File: src/design/asrc_pkg.sv
// Constants for the asynchronous static memory controller
package asrc_pkg;
  localparam int ADDR_W = 18;
  localparam int DATA_W = 16;
  localparam int WORDS = 262144;
  localparam int CLK_MHZ = 25;
  // Device times in ns
  localparam int READ_CYCLE_NS = 70;
  localparam int WRITE_END_NS = 60;
  localparam int WRITE_PULSE_NS = 40;
  localparam int WRITE_TO_FLOAT_DELAY_NS = 25;
  localparam int DATA_SETUP_TIME_NS = 30;
  localparam int OUT_FLOAT_NS = 20;
  // Least times round up to whole cycles
  localparam int RD_CYC = (READ_CYCLE_NS * CLK_MHZ + 999) / 1000;
  localparam int WE_MIN_NS = (WRITE_TO_FLOAT_DELAY_NS + DATA_SETUP_TIME_NS > WRITE_END_NS)
                           ? WRITE_TO_FLOAT_DELAY_NS + DATA_SETUP_TIME_NS : WRITE_END_NS;
  localparam int WR_RAW = (WE_MIN_NS * CLK_MHZ + 999) / 1000;
  localparam int WR_CYC = (WR_RAW < 1) ? 1 : WR_RAW;
  localparam int TURN_CYC = (OUT_FLOAT_NS * CLK_MHZ + 999) / 1000;
  localparam int SYNC_STAGES = 2;
  localparam int RD_HOLD = RD_CYC + SYNC_STAGES;
  localparam int CNT_W = 4;
  localparam logic [CNT_W-1:0] RD_LAST = CNT_W'(RD_HOLD - 1);
  localparam logic [CNT_W-1:0] WR_LAST = CNT_W'(WR_CYC - 1);
  localparam logic [CNT_W-1:0] TURN_LAST = CNT_W'(TURN_CYC - 1);
  localparam logic [CNT_W-1:0] CNT_RST = 4'h0;
  localparam logic [ADDR_W-1:0] ADDR_RST = 18'h00000;
  localparam logic [DATA_W-1:0] DATA_RST = 16'h0000;
  typedef enum logic [2:0] {
    ASRC_IDLE,
    ASRC_READ,
    ASRC_TURN,
    ASRC_WSET,
    ASRC_WPULSE,
    ASRC_WHOLD
  } asrc_state_t;
endpackage

File: src/design/asrc_ctrl.sv
// Host controller driving an asynchronous 16-bit static memory
// Contract
// - Data setup/hold referenced to write-ending edge.
// - Strobe write at least float plus setup.
// - Controller never drives while device drives.
// - Read address valid by select falling edge.
`timescale 1ns/1ps
module asrc_ctrl
  import asrc_pkg::*;
(
  // Clock and reset
  input  wire logic                           core_clk_in,
  input  wire logic                           reset_n_in,
  // User request
  input  wire logic                           req_valid_in,
  input  wire logic                           req_write_in,
  input  wire logic [asrc_pkg::ADDR_W-1:0]    req_addr_in,
  input  wire logic [asrc_pkg::DATA_W-1:0]    req_wdata_in,
  input  wire logic [1:0]                     req_byte_en_in,
  output logic                                req_ready_out,
  output logic [asrc_pkg::DATA_W-1:0]         rdata_out,
  output logic                                rdata_valid_out,
  // Memory pins
  output logic [asrc_pkg::ADDR_W-1:0]         sram_addr_out,
  output logic                                chip_sel_n_out,
  output logic                                write_strobe_n_out,
  output logic                                out_drive_n_out,
  output logic                                upper_byte_sel_n_out,
  output logic                                lower_byte_sel_n_out,
  output logic [asrc_pkg::DATA_W-1:0]         sram_data_out,
  output logic                                sram_data_oe_out,
  input  wire logic [asrc_pkg::DATA_W-1:0]    sram_data_in
);
  import asrc_pkg::*;

  asrc_state_t             state;
  asrc_state_t             next_state;
  logic [CNT_W-1:0]        cnt;
  logic [CNT_W-1:0]        next_cnt;
  logic [DATA_W-1:0]       sync1;
  logic [DATA_W-1:0]       sync2;
  logic [1:0]              byte_en;
  logic                    is_write;

  wire idle      = (state == ASRC_IDLE);
  wire accept    = idle && req_valid_in;
  wire cnt_done_rd = (cnt == RD_LAST);
  wire cnt_done_wr = (cnt == WR_LAST);
  wire cnt_done_tn = (cnt == TURN_LAST);
  wire sel_phase = (state == ASRC_READ) || (state == ASRC_WSET) || (state == ASRC_WPULSE);
  wire rd_phase  = (state == ASRC_READ);
  wire drv_phase = (state == ASRC_WSET) || (state == ASRC_WPULSE) || (state == ASRC_WHOLD);

  assign req_ready_out = idle;
  // Select only in an access, standby otherwise
  assign chip_sel_n_out = !sel_phase;
  // Strobe low only inside the select window
  assign write_strobe_n_out = !(state == ASRC_WPULSE);
  // Output drive low only in reads, high during writes
  assign out_drive_n_out = !rd_phase;
  // Byte lanes follow the request
  assign lower_byte_sel_n_out = !(sel_phase && byte_en[0]);
  assign upper_byte_sel_n_out = !(sel_phase && byte_en[1]);
  // Data driven only while device output drive is off
  assign sram_data_oe_out = drv_phase && is_write;

  always_comb begin
    next_state = state;
    next_cnt = cnt;
    case (state)
      ASRC_IDLE: begin
        next_cnt = CNT_RST;
        if (req_valid_in) begin
          next_state = req_write_in ? ASRC_WSET : ASRC_READ;
        end
      end
      ASRC_READ: begin
        next_cnt = cnt + 4'h1;
        if (cnt_done_rd) begin
          next_state = ASRC_TURN;
          next_cnt = CNT_RST;
        end
      end
      ASRC_TURN: begin
        next_cnt = cnt + 4'h1;
        if (cnt_done_tn) begin
          next_state = ASRC_IDLE;
        end
      end
      ASRC_WSET: begin
        next_state = ASRC_WPULSE;
        next_cnt = CNT_RST;
      end
      ASRC_WPULSE: begin
        next_cnt = cnt + 4'h1;
        if (cnt_done_wr) begin
          next_state = ASRC_WHOLD;
        end
      end
      ASRC_WHOLD: begin
        next_state = ASRC_IDLE;
      end
      default: begin
        next_state = ASRC_IDLE;
      end
    endcase
  end

  always_ff @(posedge core_clk_in or negedge reset_n_in) begin
    if (!reset_n_in) begin
      state <= ASRC_IDLE;
      cnt <= CNT_RST;
    end else begin
      state <= next_state;
      cnt <= next_cnt;
    end
  end

  // Address and write data held from select fall to access end
  always_ff @(posedge core_clk_in or negedge reset_n_in) begin
    if (!reset_n_in) begin
      sram_addr_out <= ADDR_RST;
      sram_data_out <= DATA_RST;
      byte_en <= 2'h0;
      is_write <= 1'b0;
    end else if (accept) begin
      sram_addr_out <= req_addr_in;
      sram_data_out <= req_wdata_in;
      byte_en <= req_byte_en_in;
      is_write <= req_write_in;
    end
  end

  always_ff @(posedge core_clk_in or negedge reset_n_in) begin
    if (!reset_n_in) begin
      sync1 <= DATA_RST;
      sync2 <= DATA_RST;
    end else begin
      sync1 <= sram_data_in;
      sync2 <= sync1;
    end
  end

  // Capture read word as the read window closes, unselected lanes zero
  always_ff @(posedge core_clk_in or negedge reset_n_in) begin
    if (!reset_n_in) begin
      rdata_out <= DATA_RST;
      rdata_valid_out <= 1'b0;
    end else begin
      rdata_valid_out <= rd_phase && cnt_done_rd;
      if (rd_phase && cnt_done_rd) begin
        rdata_out <= {byte_en[1] ? sync2[15:8] : 8'h00, byte_en[0] ? sync2[7:0] : 8'h00};
      end
    end
  end

  data_no_clash_a: assert property (@(posedge core_clk_in) disable iff (!reset_n_in)
    sram_data_oe_out |-> out_drive_n_out && !$past(rd_phase))
    else $error("Data driven while device may drive");

  read_addr_stable_a: assert property (@(posedge core_clk_in) disable iff (!reset_n_in)
    (!chip_sel_n_out && $past(!chip_sel_n_out)) |-> $stable(sram_addr_out) && write_strobe_n_out || !rd_phase)
    else $error("Read address moved while selected");

  write_setup_a: assert property (@(posedge core_clk_in) disable iff (!reset_n_in)
    $rose(write_strobe_n_out) |-> $past(sram_data_oe_out, 2) && $stable(sram_data_out) && sram_data_oe_out)
    else $error("Write data not stable around write end");

  write_length_a: assert property (@(posedge core_clk_in) disable iff (!reset_n_in)
    $fell(write_strobe_n_out) |-> !write_strobe_n_out[*2] ##1 write_strobe_n_out)
    else $error("Write pulse length wrong");

  write_in_select_a: assert property (@(posedge core_clk_in) disable iff (!reset_n_in)
    !write_strobe_n_out |-> !chip_sel_n_out && out_drive_n_out)
    else $error("Strobe outside select window");

  idle_quiet_a: assert property (@(posedge core_clk_in) disable iff (!reset_n_in)
    idle |-> chip_sel_n_out && write_strobe_n_out && !sram_data_oe_out)
    else $error("Pins active while idle");

  read_no_drive_a: assert property (@(posedge core_clk_in) disable iff (!reset_n_in)
    !out_drive_n_out |-> !sram_data_oe_out && write_strobe_n_out)
    else $error("Controller drives bus during read");

  read_window_a: assert property (@(posedge core_clk_in) disable iff (!reset_n_in)
    $fell(out_drive_n_out) |-> !out_drive_n_out[*4] ##1 out_drive_n_out)
    else $error("Read window length wrong");

  read_answer_a: assert property (@(posedge core_clk_in) disable iff (!reset_n_in)
    $fell(out_drive_n_out) |-> ##4 rdata_valid_out)
    else $error("Read word not returned on time");

  valid_pulse_a: assert property (@(posedge core_clk_in) disable iff (!reset_n_in)
    rdata_valid_out |=> !rdata_valid_out)
    else $error("Read valid longer than one cycle");

  write_data_setup_a: assert property (@(posedge core_clk_in) disable iff (!reset_n_in)
    $fell(write_strobe_n_out) |-> $past(sram_data_oe_out) && !chip_sel_n_out)
    else $error("Write data not driven before strobe");

  write_data_hold_a: assert property (@(posedge core_clk_in) disable iff (!reset_n_in)
    $fell(sram_data_oe_out) |-> $past(write_strobe_n_out) && chip_sel_n_out)
    else $error("Write data released before write end");

  write_end_joint_a: assert property (@(posedge core_clk_in) disable iff (!reset_n_in)
    $rose(write_strobe_n_out) |-> $rose(chip_sel_n_out))
    else $error("Select and strobe not ending together");

  write_addr_steady_a: assert property (@(posedge core_clk_in) disable iff (!reset_n_in)
    !write_strobe_n_out |-> $stable(sram_addr_out) && $stable(sram_data_out))
    else $error("Address or data moved during write");
endmodule

File: config.mk
export PLATFORM = sky130hd
export DESIGN_NAME = asrc_ctrl
export DESIGN_NICKNAME = d
export VERILOG_FILES = /design/src/design/asrc_pkg.sv /design/src/design/asrc_ctrl.sv
export SDC_FILE = /design/constraint.sdc
export NUM_CORES = 1
export LEC_CHECK = 0
export ABC_AREA = 1
export BUFFER_PORTS_ARGS = -buffer_cell sky130_fd_sc_hd__buf_2
export CELL_PAD_IN_SITES_DETAIL_PLACEMENT = 0
export CELL_PAD_IN_SITES_GLOBAL_PLACEMENT = 2
export CORE_ASPECT_RATIO = 1.2
export CORE_UTILIZATION = 32
export DETAILED_ROUTE_END_ITERATION = 10
export PLACE_DENSITY = 0.88
export SLEW_MARGIN = 15
export SYNTH_ARGS = -nofsm -noshare
export SYNTH_HDL_FRONTEND = slang
export SYNTH_SLANG_ARGS = --single-unit
File: constraint.sdc
create_clock -name core_clk_in -period 3.4 [get_ports core_clk_in]
set_input_delay 0.34 -clock core_clk_in [delete_from_list [all_inputs] [get_ports core_clk_in]]
set_output_delay 0.34 -clock core_clk_in [all_outputs]
set_load 0.01 [all_outputs]
-- Yosys cells after proc, flatten, opt, wreduce, memory -nomap -nowiden
Index checks and enable logic that the tools add are counted.
- word-level logic and storage cells: 52
- output and inout port bits: 58
- bits in registers: 93
- bits of input ports: 56
- add/sub/neg operators: 1
- reductions and logical operators: 20
- equality and inequality tests: 11
- mux-type cells: 10
- operator list (cell ; number):
    $mux W8 ; 2
    $pmux W3 S5 ; 1
    $mux W3 ; 4
    $pmux W4 S3 ; 1
    $ne A2 B2 Y1 const B ; 4
    $eq A3 B2 Y1 const B ; 2
    $eq A3 B3 Y1 const B ; 2
    $logic_and A1 B1 Y1 ; 5
    $logic_not A1 Y1 ; 5
    $add A4 B1 Y4 const B ; 1
    $eq A4 B1 Y1 const B ; 1
    $eq A4 B2 Y1 const B ; 1
    $logic_not A4 Y1 ; 1
    $logic_or A1 B1 Y1 ; 4
    $mux W4 ; 1
    $reduce_and A4 Y1 ; 1
    $reduce_or A2 Y1 ; 2
    $eq A3 B1 Y1 const B ; 1
    $logic_not A3 Y1 ; 1
    $reduce_bool A3 Y1 ; 1
    $mux W2 ; 1

-- Depth between registers and ports, before layout
- depth in word-level cells: 5
- depth in mapped cells: 8

-- Worst setup path after synthesis
No wires, ideal clock.
- path kind: register to output
- start: register state[1]
- end: output lower_byte_sel_n_out
- stages on the path, launching flop included: 7
- required time: 3060 ps
- setup slack: 1999 ps
- data arrival time: 1061 ps
- cells stage by stage: dfrtp_1 -> inv_1 -> nand2_2 -> nor2_1 -> nor2_1 -> inv_1 -> nand2_1
- word-level cells in the longest chain between the ends: 5
- RTL lines (item ; RTL line ; source):
    start: declaration ; asrc_ctrl.sv:36 ; asrc_state_t state;
    start signal: assignment ; asrc_ctrl.sv:114 ; state <= next_state;
    $eq A3 B1 Y1 or $eq A3 B2 Y1 (tied branches) ; asrc_ctrl.sv:50 ; wire sel_phase = (state == ASRC_READ) || (state == ASRC_WSET) || (state == ASRC_WPULSE);
    $logic_or A1 B1 Y1 ; asrc_ctrl.sv:50 ;
    $logic_or A1 B1 Y1 * ; asrc_ctrl.sv:50 ;
    $logic_and A1 B1 Y1 * ; asrc_ctrl.sv:62 ; assign lower_byte_sel_n_out = !(sel_phase && byte_en[0]);
    $logic_not A1 Y1 * ; asrc_ctrl.sv:62 ;
    end: declaration ; asrc_ctrl.sv:29 ; output logic lower_byte_sel_n_out,
Every way passes the cells marked *; elsewhere a longest branch is shown, timed or not.

-- Final worst setup path
- start: register state[1]
- end: output req_ready_out
- word-level cells in the longest chain between the ends: 1
- RTL lines (item ; RTL line ; source):
    $logic_not A3 Y1 ; asrc_ctrl.sv:45 ; wire idle = (state == ASRC_IDLE);
    end: declaration ; asrc_ctrl.sv:20 ; output logic req_ready_out,
Every way passes these cells.

==> results.ini <==
[final_layout]
fill_cells=1078
drive_gt1_share_pct=31.3
antenna_cells=0
seqCellArea_sq_mm=0.00233
multiInputGateArea_sq_um=988
final_net_count=510
final_cells=583
area_growth_pct=25.5

[power]
clock_power_share_pct=23.5
swShare_pct=37.6
power.switching_mw=1.45
intPower_mw=2.40
p_comb_share_pct=33.0
seqPwrFrac_pct=43.5
p_per_area_mw_per_mm2=877
vdd_drop_max_mv=0.377
leakage_nw=2.44

[clock_network]
cts.sinks=93
cts_root_buf=clkbuf_16
postCtsHoldBufs=0
cts_made_buffers=9
clockBufferDepth=2
cts_resized=0
clk_pin_slew_worst_paths_ns=0.06
cts_max_level=3
cts_tree=built
cts_setup_buffers=0
clk_latency_ns=0.34

[sta]
finalSetupTns_ns=0
final_max_slew_viol_count=0
finClkSkew_ns=0.00640
min_period_ns=2.01
final-hold-violation-count=0
fin_crit_sh_pct=59.2
finalSetupViolations=0
maxSlewHeadroom_pct=46.9
timing.fmax_ghz=0.497
rsz0062_at_grt=false
tightestPinTransition_ns=0.797

[synth]
netlist_area_sq_mm=0.00350
synth_warnings=0
syn-num-nets=400
ys_seq_area_share_pct=66.6
netlist.area_leader.share_pct=66.6
synth-edff-count=0
synth_ff_type=dfrtp_1
synth-async-reset-ratio_pct=100
ys_types=23
yosys_register_bits=93
synth_most_common_cell=nand2_1
synth_cells=341
ys_top_cells_by_count=118 x nand2_1, 93 x dfrtp_1, 54 x nand3_1
yosysTopAreaCell=dfrtp_1
avgSynthCellArea_sq_um=10.3
ys_top_cells_by_area=dfrtp_1 67%, nand2_1 13%, nand3_1 7.7%, o21ai_0 3.0%, buf_6 1.3%

[critical_path]
path_class=flop to output port
critPathArrivalTime_ns=1.67
worstPathRequired_ns=3.06
crit_path_start_kind=flop
r2r_cells=5
cp-end-kind=output port
path_max_fanout=37

[floorplan]
die_w_um=97.4
start_util_pct=33.1
coreArea_sq_mm=0.0106
die-area_sq_mm=0.0113
die_h_um=116
rows=41
top_level_ports=114

[detailed_routing]
wire_per_inst_um=13.3
drtPass1Iterations=4
vias_per_cell=4.55
ant_nets=0
wl_mm=7.73
drt_iter0_drc=99
vias=2650
drcViolationCount=0

[status]
status=finished, final reports clean

[place]
gp_congestion=0.730
place_hpwl_mm=5.21
portBuffers=113
placedCellCount=569

[grt]
grt_max_degree=65
antenna_found_initial=0
grt_pass1_wl_mm=12.9
grt_pass1_vias=2560
groute.usage.overall_pct=14.6
grt_overflow=0

[flow_run]
maxCapViolCount=0

[min_path]
hold_class=primary input to asynchronous set/reset pin

## final timing paths
path | startpoint | endpoint | slack [ns]
worst max-delay path | state[1] | req_ready_out | 1.39
worst min-delay path | reset_n_in | rdata_out[10] | 0.08
worst max register to register | state[1] | is_write | 1.82
worst min register to register | sync1[8] | sync2[8] | 0.34
max in group asynchronous | reset_n_in | sram_data_out[1] | 2.57
min in group core_clk_in | sram_data_in[15] | sync1[15] | 0.10
## sequential cells by signal (all words and copies together) (netlist names)
register and cells:
byte_en 2, cnt 4, is_write 1, rdata_out 16, rdata_valid_out 1, sram_addr_out 18
sram_data_out 16, state 3, sync1 16, sync2 16
## area by class of cell
cell class | count | area share (%)
flip-flops and latches | 93 | 53.1
multi-input cells | 216 | 22.5
repair buffers | 116 | 13.5
clock buffers | 9 | 5.13
well taps | 129 | 3.68
inverters | 15 | 1.28
clock inverters | 5 | 0.856
## per-stage QoR
step	total power [mW]	hold WS, ns	cell area, sq um	setup slack [ns]	utilization, %
3_5_place_dp	3.00	0.335	4120	1.43	39.0
5_1_grt	4.18	0.0864	4390	1.20	41.5
2_1_floorplan	2.50	0.0444	3500	2.00	-
6_report	3.85	0.0821	4390	1.39	41.5
4_1_cts	3.92	0.0876	4390	1.36	41.5
3_3_place_gp	2.97	0.332	4120	1.42	39.0
## power groups by stage
stage | clock, mW | combinational, mW | sequential [mW]
after floorplan | 0 | 0.741 | 1.76
after global placement | 0 | 1.28 | 1.69
after detailed placement | 0 | 1.31 | 1.70
after CTS | 0.929 | 1.30 | 1.68
after global routing | 0.983 | 1.48 | 1.73
final | 0.902 | 1.27 | 1.67
## placed cells by master, fill, tap and decap left out, drive strengths merged
cell type / count
nand2: 123
buf: 116
dfrtp: 93
nand3: 54
o21ai: 21
inv: 16
clkbuf: 9
nor2: 9
a21oi: 4
ha: 3
clkinvlp: 2
clkinv: 2
nand4: 1
nand3b: 1
## logic make-up (layout without fill, tap and decap cells)
| logic type | Yosys count | after routing | share of synthesized area, % |
|---|---|---|---|
| flip-flops | 93 | 93 | 66.6 |
| buffers and inverters | 32 | 145 | 5.15 |
| adder cells (fa/ha/maj) | 3 | 3 | 1.07 |
| AO/OA/AOI/OAI | 25 | 25 | 3.58 |
| AND/OR/NAND/NOR | 188 | 188 | 23.6 |
## layer usage
metal | vias to the layer above | routed length, um | track usage, %
met2 | 79 | 3750 | 23.4
met4 | 0 | 121 | 7.06
met3 | 9 | 376 | 3.53
met1 | 1251 | 3490 | 18.7
met5 | - | 0 | 0
li1 | 1311 | - | -
## worst max-delay path: stages (launching register included)
cell     delay (ns)
dfrtp_1        0.45
nor2_2         0.15
nand2_1        0.10
inv_2          0.07
buf_4          0.34
buf_2          0.21
Power figures use the tool's default switching activity.
